**src/include/ccxr_pkg.sv**
```systemverilog
// shared constants, field positions and carrier types of the cpu config,
// id and block translation register bank.
// assumes a 32-bit implementation; bit numbers are little-endian (bit 0 = lsb).

package ccxr_pkg;

  // ----------------------------------------------------------------------
  // widths
  // ----------------------------------------------------------------------
  localparam int XLEN       = 32;
  localparam int IDX_W      = 15;
  localparam int SIZE_W     = 11;
  localparam int HALF_W     = 16;

  // ----------------------------------------------------------------------
  // machine state word field positions
  // ----------------------------------------------------------------------
  localparam int MSW_DOZE   = 18;
  localparam int MSW_TBO    = 16;
  localparam int MSW_AIRQ   = 15;
  localparam int MSW_USER   = 14;
  localparam int MSW_FPA    = 13;
  localparam int MSW_HWERR  = 12;
  localparam int MSW_FPLO   = 11;
  localparam int MSW_STEP   = 10;
  localparam int MSW_JUMP   = 9;
  localparam int MSW_FPHI   = 8;
  localparam int MSW_VHB    = 6;
  localparam int MSW_FXL    = 5;
  localparam int MSW_LXL    = 4;
  localparam int MSW_RST_F  = 1;
  localparam int MSW_SWAP   = 0;

  // values after reset; bits without a defined power-up value come up zero here
  localparam logic [31:0] MSW_RESET_BASE = 32'h0000_0000;
  localparam logic        VHB_RESET      = 1'h1;
  localparam logic [31:0] BXU_RESET      = 32'h0000_0000;
  localparam logic [31:0] BXL_RESET      = 32'h0000_0000;

  // ----------------------------------------------------------------------
  // upper block register fields
  // ----------------------------------------------------------------------
  localparam int BXU_IDX_LSB  = 17;
  localparam int BXU_SIZE_LSB = 2;
  localparam int BXU_PRIV_V   = 1;
  localparam int BXU_USER_V   = 0;
  localparam logic [31:0] BXU_WMASK = 32'hfffe_1fff;

  // ----------------------------------------------------------------------
  // lower block register fields
  // ----------------------------------------------------------------------
  localparam int BXL_PHYS_LSB = 17;
  localparam int BXL_ATTR_LSB = 3;
  localparam int BXL_GUARD_LSB = 0;
  localparam logic [31:0] BXL_WMASK = 32'hfffe_007b;

  // ----------------------------------------------------------------------
  // types
  // ----------------------------------------------------------------------
  typedef enum logic [1:0] {
    CCXR_SEL_MSW,
    CCXR_SEL_MODEL,
    CCXR_SEL_BXU,
    CCXR_SEL_BXL
  } ccxr_sel_t;

  // codes are the {lo, hi} trap mode pair
  typedef enum logic [1:0] {
    CCXR_FP_OFF       = 2'h0,
    CCXR_FP_IMP_NOREC = 2'h1,
    CCXR_FP_IMP_REC   = 2'h2,
    CCXR_FP_PRECISE   = 2'h3
  } ccxr_fp_mode_t;

  typedef struct packed {
    logic        valid;
    logic        write;
    ccxr_sel_t   sel;
    logic [31:0] wdata;
  } ccxr_spr_req_t;

  typedef struct packed {
    logic              hit;
    logic [IDX_W-1:0]  phys_hi;
    logic [3:0]        cache_attr;
    logic [1:0]        access_guard;
  } ccxr_xlate_t;

endpackage

```
**src/design/ccxr_block_match.sv**
```systemverilog
// effective-to-physical block match for one upper/lower register pair.
// purely combinational; the caller registers the result.

module ccxr_block_match (
  input  wire logic [31:0]         bxu_in,
  input  wire logic [31:0]         bxl_in,
  input  wire logic                user_level_in,
  input  wire logic                ea_valid_in,
  input  wire logic [31:0]         ea_in,
  output ccxr_pkg::ccxr_xlate_t    match_out
);

  logic [ccxr_pkg::IDX_W-1:0] ea_idx;
  logic [ccxr_pkg::IDX_W-1:0] blk_idx;
  logic [ccxr_pkg::IDX_W-1:0] size_mask;
  logic [ccxr_pkg::IDX_W-1:0] phys;
  logic                       state_ok;

  always_comb begin
    ea_idx    = ea_in[31:ccxr_pkg::BXU_IDX_LSB];
    blk_idx   = bxu_in[31:ccxr_pkg::BXU_IDX_LSB];
    phys      = bxl_in[31:ccxr_pkg::BXL_PHYS_LSB];
    // mask bits cover the low-order index bits that fall inside the block
    size_mask = {4'h0, bxu_in[ccxr_pkg::BXU_SIZE_LSB +: ccxr_pkg::SIZE_W]};
    state_ok  = user_level_in ? bxu_in[ccxr_pkg::BXU_USER_V]
                              : bxu_in[ccxr_pkg::BXU_PRIV_V];
    match_out.hit          = ea_valid_in & state_ok &
                             ((ea_idx & ~size_mask) == (blk_idx & ~size_mask));
    match_out.phys_hi      = (phys & ~size_mask) | (ea_idx & size_mask);
    match_out.cache_attr   = bxl_in[ccxr_pkg::BXL_ATTR_LSB +: 4];
    match_out.access_guard = bxl_in[ccxr_pkg::BXL_GUARD_LSB +: 2];
  end

endmodule

```
**src/design/ccxr_regs.sv**
```systemverilog
// cpu configuration, model id and block translation register bank.
// assumes requests come from the special-register move path on sys_clk_in
// and an effective address from the fetch/load unit on the same clock.
//
// What this block does
// - decode trap mode pair: 00 off, 01 imprecise nonrec, 10 imprecise rec, 11 precise
// - optional: either trap mode bit set selects precise mode
// - reset clears the listed state bits; 64-bit form sets wide mode
// - high vector base bit resets to one, may be built as zero
// - state bits without a power-up value are unspecified for software
// - model id register is 32-bit, read-only, supervisor read only
// - model id: version in bits 0-15, revision in bits 16-31
// - revision value is implementation-specific and changes each device revision
// - reading model id copies the whole word to the general register
// - size mask field sits in upper bits 19-29, encodes block size
// - supervisor valid bit gates a match in supervisor state
// - user valid bit gates a match in user state
// - on hit physical high bits merge phys number and address under mask
// - lower bits 25-28 give write-through, inhibit, coherence, guarded attributes
// - lower bits 30-31 hold the block protection bits
// - size mask is a right-aligned run of ones, each one doubles size
// - user-level flag zero allows supervisor work; one allows user only

module ccxr_regs #(
  parameter logic        IMPL_64      = 1'h0,
  parameter logic        FP_OR_MODE   = 1'h0,
  parameter logic        VHB_RESET    = ccxr_pkg::VHB_RESET,
  // arbitrary identification values
  parameter logic [15:0] MODEL_VER    = 16'h0a5c,
  parameter logic [15:0] MODEL_REV    = 16'h0001
) (
  input  wire logic                    sys_clk_in,
  input  wire logic                    srst_in,
  input  wire logic                    ce_in,
  input  wire ccxr_pkg::ccxr_spr_req_t spr_req_in,
  input  wire logic                    ea_valid_in,
  input  wire logic [31:0]             ea_in,
  output      logic                    spr_ack_out,
  output      logic                    spr_fault_out,
  output      logic [31:0]             spr_rdata_out,
  output      logic [31:0]             msw_out,
  output      logic                    wide_mode_64_out,
  output      ccxr_pkg::ccxr_fp_mode_t fp_mode_out,
  output      logic                    fp_precise_out,
  output      ccxr_pkg::ccxr_xlate_t   xlate_out
);

  // ----------------------------------------------------------------------
  // constants
  // ----------------------------------------------------------------------
  localparam logic [31:0] MODEL_ID  = {MODEL_VER, MODEL_REV};
  localparam logic [31:0] MSW_RESET = ccxr_pkg::MSW_RESET_BASE |
                                      (32'(VHB_RESET) << ccxr_pkg::MSW_VHB);

  function automatic ccxr_pkg::ccxr_fp_mode_t fp_decode(input logic [31:0] w);
    fp_decode = ccxr_pkg::ccxr_fp_mode_t'({w[ccxr_pkg::MSW_FPLO], w[ccxr_pkg::MSW_FPHI]});
  endfunction

  function automatic logic fp_precise(input logic [31:0] w);
    if (FP_OR_MODE) begin
      fp_precise = w[ccxr_pkg::MSW_FPLO] | w[ccxr_pkg::MSW_FPHI];
    end else begin
      fp_precise = w[ccxr_pkg::MSW_FPLO] & w[ccxr_pkg::MSW_FPHI];
    end
  endfunction

  // ----------------------------------------------------------------------
  // state
  // ----------------------------------------------------------------------
  logic [31:0]             msw_q,   msw_d;
  logic [31:0]             bxu_q,   bxu_d;
  logic [31:0]             bxl_q,   bxl_d;
  logic [31:0]             rdata_q, rdata_d;
  logic                    ack_q,   ack_d;
  logic                    fault_q, fault_d;
  logic                    wide_q;
  ccxr_pkg::ccxr_fp_mode_t fpm_q,   fpm_d;
  logic                    fpp_q,   fpp_d;
  ccxr_pkg::ccxr_xlate_t   xl_q;
  ccxr_pkg::ccxr_xlate_t   xl_d;
  logic                    supervisor;

  // ----------------------------------------------------------------------
  // special register moves
  // ----------------------------------------------------------------------
  always_comb begin
    msw_d      = msw_q;
    bxu_d      = bxu_q;
    bxl_d      = bxl_q;
    rdata_d    = rdata_q;
    ack_d      = 1'h0;
    fault_d    = 1'h0;
    supervisor = ~msw_q[ccxr_pkg::MSW_USER];
    if (spr_req_in.valid) begin
      if (!supervisor) begin
        fault_d = 1'h1;
      end else if (spr_req_in.write) begin
        unique case (spr_req_in.sel)
          ccxr_pkg::CCXR_SEL_MSW: begin
            msw_d = spr_req_in.wdata;
            ack_d = 1'h1;
          end
          ccxr_pkg::CCXR_SEL_MODEL: begin
            fault_d = 1'h1;
          end
          ccxr_pkg::CCXR_SEL_BXU: begin
            bxu_d = spr_req_in.wdata & ccxr_pkg::BXU_WMASK;
            ack_d = 1'h1;
          end
          ccxr_pkg::CCXR_SEL_BXL: begin
            bxl_d = spr_req_in.wdata & ccxr_pkg::BXL_WMASK;
            ack_d = 1'h1;
          end
        endcase
      end else begin
        ack_d = 1'h1;
        unique case (spr_req_in.sel)
          ccxr_pkg::CCXR_SEL_MSW:   rdata_d = msw_q;
          ccxr_pkg::CCXR_SEL_MODEL: rdata_d = MODEL_ID;
          ccxr_pkg::CCXR_SEL_BXU:   rdata_d = bxu_q;
          ccxr_pkg::CCXR_SEL_BXL:   rdata_d = bxl_q;
        endcase
      end
    end
    fpm_d = fp_decode(msw_d);
    fpp_d = fp_precise(msw_d);
  end

  always_ff @(posedge sys_clk_in) begin
    if (srst_in) begin
      msw_q   <= MSW_RESET;
      bxu_q   <= ccxr_pkg::BXU_RESET;
      bxl_q   <= ccxr_pkg::BXL_RESET;
      rdata_q <= 32'h0000_0000;
      ack_q   <= 1'h0;
      fault_q <= 1'h0;
      wide_q  <= IMPL_64;
      fpm_q   <= ccxr_pkg::CCXR_FP_OFF;
      fpp_q   <= 1'h0;
    end else if (ce_in) begin
      msw_q   <= msw_d;
      bxu_q   <= bxu_d;
      bxl_q   <= bxl_d;
      rdata_q <= rdata_d;
      ack_q   <= ack_d;
      fault_q <= fault_d;
      fpm_q   <= fpm_d;
      fpp_q   <= fpp_d;
    end
  end

  // ----------------------------------------------------------------------
  // block match
  // ----------------------------------------------------------------------
  ccxr_block_match u_match (
    .bxu_in        (bxu_q),
    .bxl_in        (bxl_q),
    .user_level_in (msw_q[ccxr_pkg::MSW_USER]),
    .ea_valid_in   (ea_valid_in),
    .ea_in         (ea_in),
    .match_out     (xl_d)
  );

  always_ff @(posedge sys_clk_in) begin
    if (srst_in) begin
      xl_q <= '0;
    end else if (ce_in) begin
      xl_q <= xl_d;
    end
  end

  assign spr_ack_out      = ack_q;
  assign spr_fault_out    = fault_q;
  assign spr_rdata_out    = rdata_q;
  assign msw_out          = msw_q;
  assign wide_mode_64_out = wide_q;
  assign fp_mode_out      = fpm_q;
  assign fp_precise_out   = fpp_q;
  assign xlate_out        = xl_q;
endmodule

```
**config.mk**
```make
export PLATFORM = sky130hd
export DESIGN_NAME = ccxr_regs
export DESIGN_NICKNAME = d
export VERILOG_FILES = /design/src/include/ccxr_pkg.sv /design/src/design/ccxr_block_match.sv /design/src/design/ccxr_regs.sv
export SDC_FILE = /design/constraint.sdc
export NUM_CORES = 1
export LEC_CHECK = 0
export ABC_CLOCK_PERIOD_IN_PS = 1900
export BUFFER_PORTS_ARGS = -buffer_cell sky130_fd_sc_hd__buf_2
export CAP_MARGIN = 30
export CORE_MARGIN = 3
export CORE_UTILIZATION = 30
export CTS_CLUSTER_DIAMETER = 40
export DETAILED_ROUTE_END_ITERATION = 8
export MAX_ROUTING_LAYER = met4
export PLACE_DENSITY = 0.62
export SYNTH_ARGS = -nofsm -noshare
export SYNTH_HDL_FRONTEND = slang
export SYNTH_SLANG_ARGS = --single-unit
```
**constraint.sdc**
```tcl
create_clock -name sys_clk_in -period 1.9 [get_ports sys_clk_in]
set_clock_uncertainty 0.15 [all_clocks]
set_input_delay 0.38 -clock sys_clk_in [delete_from_list [all_inputs] [get_ports sys_clk_in]]
set_output_delay 0.38 -clock sys_clk_in [all_outputs]
set_load 0.005 [all_outputs]
```
==> impl_metrics.yaml <==
status:
  status: "completed"
cells_and_area:
  post_route_cells_drive_above_1_share: 0.271
  stdcell_area_mm2: 0.00739
  nNetsFinal: 899
  area.growth.synth_to_final_pct: 31.1
  fin_cells: 1072
sta:
  finalCritPeriodShare: 0.884
  final.min_clock_period_ns: 1.68
  timing.final.hold_violations: 0
  max_freq_mhz: 596
  setup_violations: 0
  timing.final.max_slew_violations: 0
  worst_relative_slew_slack: 0.481
  rsz0062_at_grt: "no"
  worst_slew_pin_slew_ns: 0.778
worst_setup_path:
  worstSetupStartpoint: "msw_out[14]"
  regToRegStartpoint: "msw_out[14]"
  worst_ep_arrival_time_ns: 1.86
  crit_path_max_incr_delay_ns: 0.46
  endpoint_kind: "flop"
  worst-r2r-cell-count: 3
  worst_ep_required_time_ns: 2.08
  worst-r2r-setup-slack_ns: 0.22
  worstReg2RegEnd: "fp_precise_out"
  worst_path_fanout_max: 7
  criticalPathCategory: "reg2reg"
  slowest_stage: "sky130_fd_sc_hd__nor4_1"
  cp-start-kind: "flop"
  path_cells: "nor4_1 -> mux2_2 -> a211oi_1"
detailed_routing:
  drt_pass1_iterations: 5
  final_antenna_net_count: 0
  final_routed_wire_length_divided_by_cell_count_um: 17.1
  drc_markers: 0
  num_vias: 5204
  wl_mm: 18.4
  drtIter0Drc: 280
  number_of_vias_per_cell: 4.85
floorplan:
  fp.dieH_um: 143
  die-width_um: 143
  die_area_mm2: 0.0205
  initial_utilization: 0.310
  rows: 49
  floorplan.io_pins: 164
  coreArea_mm2: 0.0182
logic_synthesis:
  netlist-cell-type-count: 33
  yosysTopAreaCellShare: 0.487
  synthesis.area_per_instance_um2: 8.26
  post-synth-top-area-cell: "sky130_fd_sc_hd__dfxtp_1"
  yosys_warnings: 0
  postSynth.asyncResetShare: 0
  ys_seq_elements: 137
  proportion_of_synthesized_chip_area_in_sequential_cells: 0.487
  synth_commonest_cells: "sky130_fd_sc_hd__nand2_1, sky130_fd_sc_hd__dfxtp_1, sky130_fd_sc_hd__a21oi_1, sky130_fd_sc_hd__nor2_1, sky130_fd_sc_hd__mux2i_1"
  synthesized_instance_count: 682
  postSynth.topFlopCell: "sky130_fd_sc_hd__dfxtp_1"
  synth_edf_count: 0
  yosysMostFrequentCell: "sky130_fd_sc_hd__nand2_1"
  netlist_area_mm2: 0.00564
  ys_top_cells_by_area: "sky130_fd_sc_hd__dfxtp_1, sky130_fd_sc_hd__nand2_1, sky130_fd_sc_hd__a21oi_1"
place:
  place.detailed.hpwl_mm: 13.2
  placed_area_mm2: 0.00676
  placement.io_buffers: 144
  placed_cells_incl_taps: 1037
  place.gp.congestion: 0.777
worst_hold_path:
  worst_hold_path_type: "in2reg"
  timing.hold.worst_endpoint: "msw_out[16]"
  timing.hold.worst_path_depth: 3
  min_from: "spr_req_in[16]"
clock_network:
  cts-hold-fix-buffers: 0
  htree_num_levels: 4
  clock_path_buffers: 2
  cts_post_setup_buffers_inserted: 0
  cts-resized-gates: 0
  tritoncts: "done"
  clk-insertion-delay-late_ns: 0.42
  clock-sinks: 137
  clock-root-buffer: "sky130_fd_sc_hd__clkbuf_16"
  tritoncts.num_buffers: 17
  clk_pin_slew_ns: 0.06
grt:
  initial_antenna_violation_count: 2
  groute.usage.overall: 0.183
  grt_pass1_wl_mm: 27.8
  pin_count_of_the_biggest_net_entering_global_routing: 49
  grt-ovfl-total: 0
  first_global_vias: 5000
power:
  p_leak_nw: 2.98
  p_clk_frac: 0.499
  pwr-share-comb: 0.072
  switching_share: 0.239
  p_int_mw: 5.27
  worst_voltage_drop_across_the_vdd_grid_v: 0.000650
  power_switching_mw: 1.65
  power-per-cell-area_mw_per_mm2: 937
  seq_power_share: 0.429
flow_run:
  cap_viol_max_count: 0
stage by stage:
step / util / worst slack, ns / power, mW / hold WS, ns / TNS [ns]
after global placement: 0.371 / -0.0403 / 3.53 / 0.289 / -0.511
after detailed placement: 0.371 / -0.0845 / 3.53 / 0.294 / -1.05
final: 0.406 / 0.221 / 6.93 / 0.0481 / 0
after global routing: 0.406 / 0.0929 / 7.16 / 0.0391 / 0
after CTS: 0.405 / 0.255 / 6.98 / 0.0294 / 0
after floorplan: - / 0.187 / 3.28 / 0.296 / 0
placed cells by master (no fill, tap or decap), drive strengths merged, types with 2 or more instances in the layout:
cell type and n:
clkinvlp 7, a31oi 2, nand2 176, a211oi 26, nor2 60, clkinv 2
xor2 4, nand3 4, mux2i 43, clkbuf 19, conb 2, nor3 26
o221ai 7, or3 2, mux2 8, nand2b 3, inv 3, bufinv 3
diode 3, xnor2 11, buf 182, a21oi 97, dfxtp 137, nor4 2
o22ai 6
flip-flops by register name (all words and copies together), names as in the netlist:
register and cells:
spr_ack_out 1, msw_out 32, xlate_out 22, spr_rdata_out 31
bxl_q 21, fp_precise_out 1, spr_fault_out 1, bxu_q 28
kinds of logic (layout without fill, tap and decap cells):
group	count (synthesis)	in the layout	share of synthesized area
and+or+nand+nor	279	279	0.206
xor gates and xnor gates	15	15	0.0233
other	1	5	0.000665
muxes	51	51	0.0923
DFF	137	137	0.487
AOI/OAI and AO/OA	140	140	0.144
buffers and inverters	59	216	0.0471
power by group through the flow:
| stage | logic (mW) | registers, mW | clock network, mW |
|---|---|---|---|
| after global routing | 0.548 | 2.97 | 3.64 |
| after floorplan | 0.250 | 3.03 | 0 |
| after detailed placement | 0.499 | 3.03 | 0 |
| final | 0.501 | 2.97 | 3.46 |
| after CTS | 0.503 | 2.97 | 3.51 |
| after global placement | 0.499 | 3.03 | 0 |
how the worst max path moves through the flow:
stage / endpoint / slack (ns) / cells after the start
after floorplan: bxu_q[10] / 0.19 / 7
after global placement: bxl_q[1] / -0.04 / 6
after detailed placement: bxl_q[1] / -0.08 / 6
after CTS: bxl_q[1] / 0.26 / 6
after global routing: xlate_out[21] / 0.09 / 5
final: fp_precise_out / 0.22 / 3
worst max-delay path, delay by kind of cell, from the launching register on:
kind	cells	cell delay (ns)
simple gates	1	0.46
compound gates	1	0.22
flops	1	0.37
mux	1	0.39
routing by layer:
metal | track usage | wire (µm)
met1 | 0.242 | 8730
met2 | 0.277 | 8380
met4 | 0.0570 | 276
met3 | 0.0432 | 991
met5 | - | 0
area by class of cell:
class | instances | area (µm²)
clock inverter | 13 | 169
timing repair buffer | 182 | 1070
inverter | 2 | 7.51
clock buffer | 19 | 453
sequential | 137 | 2740
antenna | 3 | 7.51
tap | 229 | 287
multi-input combinational | 487 | 2650
fill | 1832 | 10800
No activity file was read; power rests on OpenSTA's default activity.
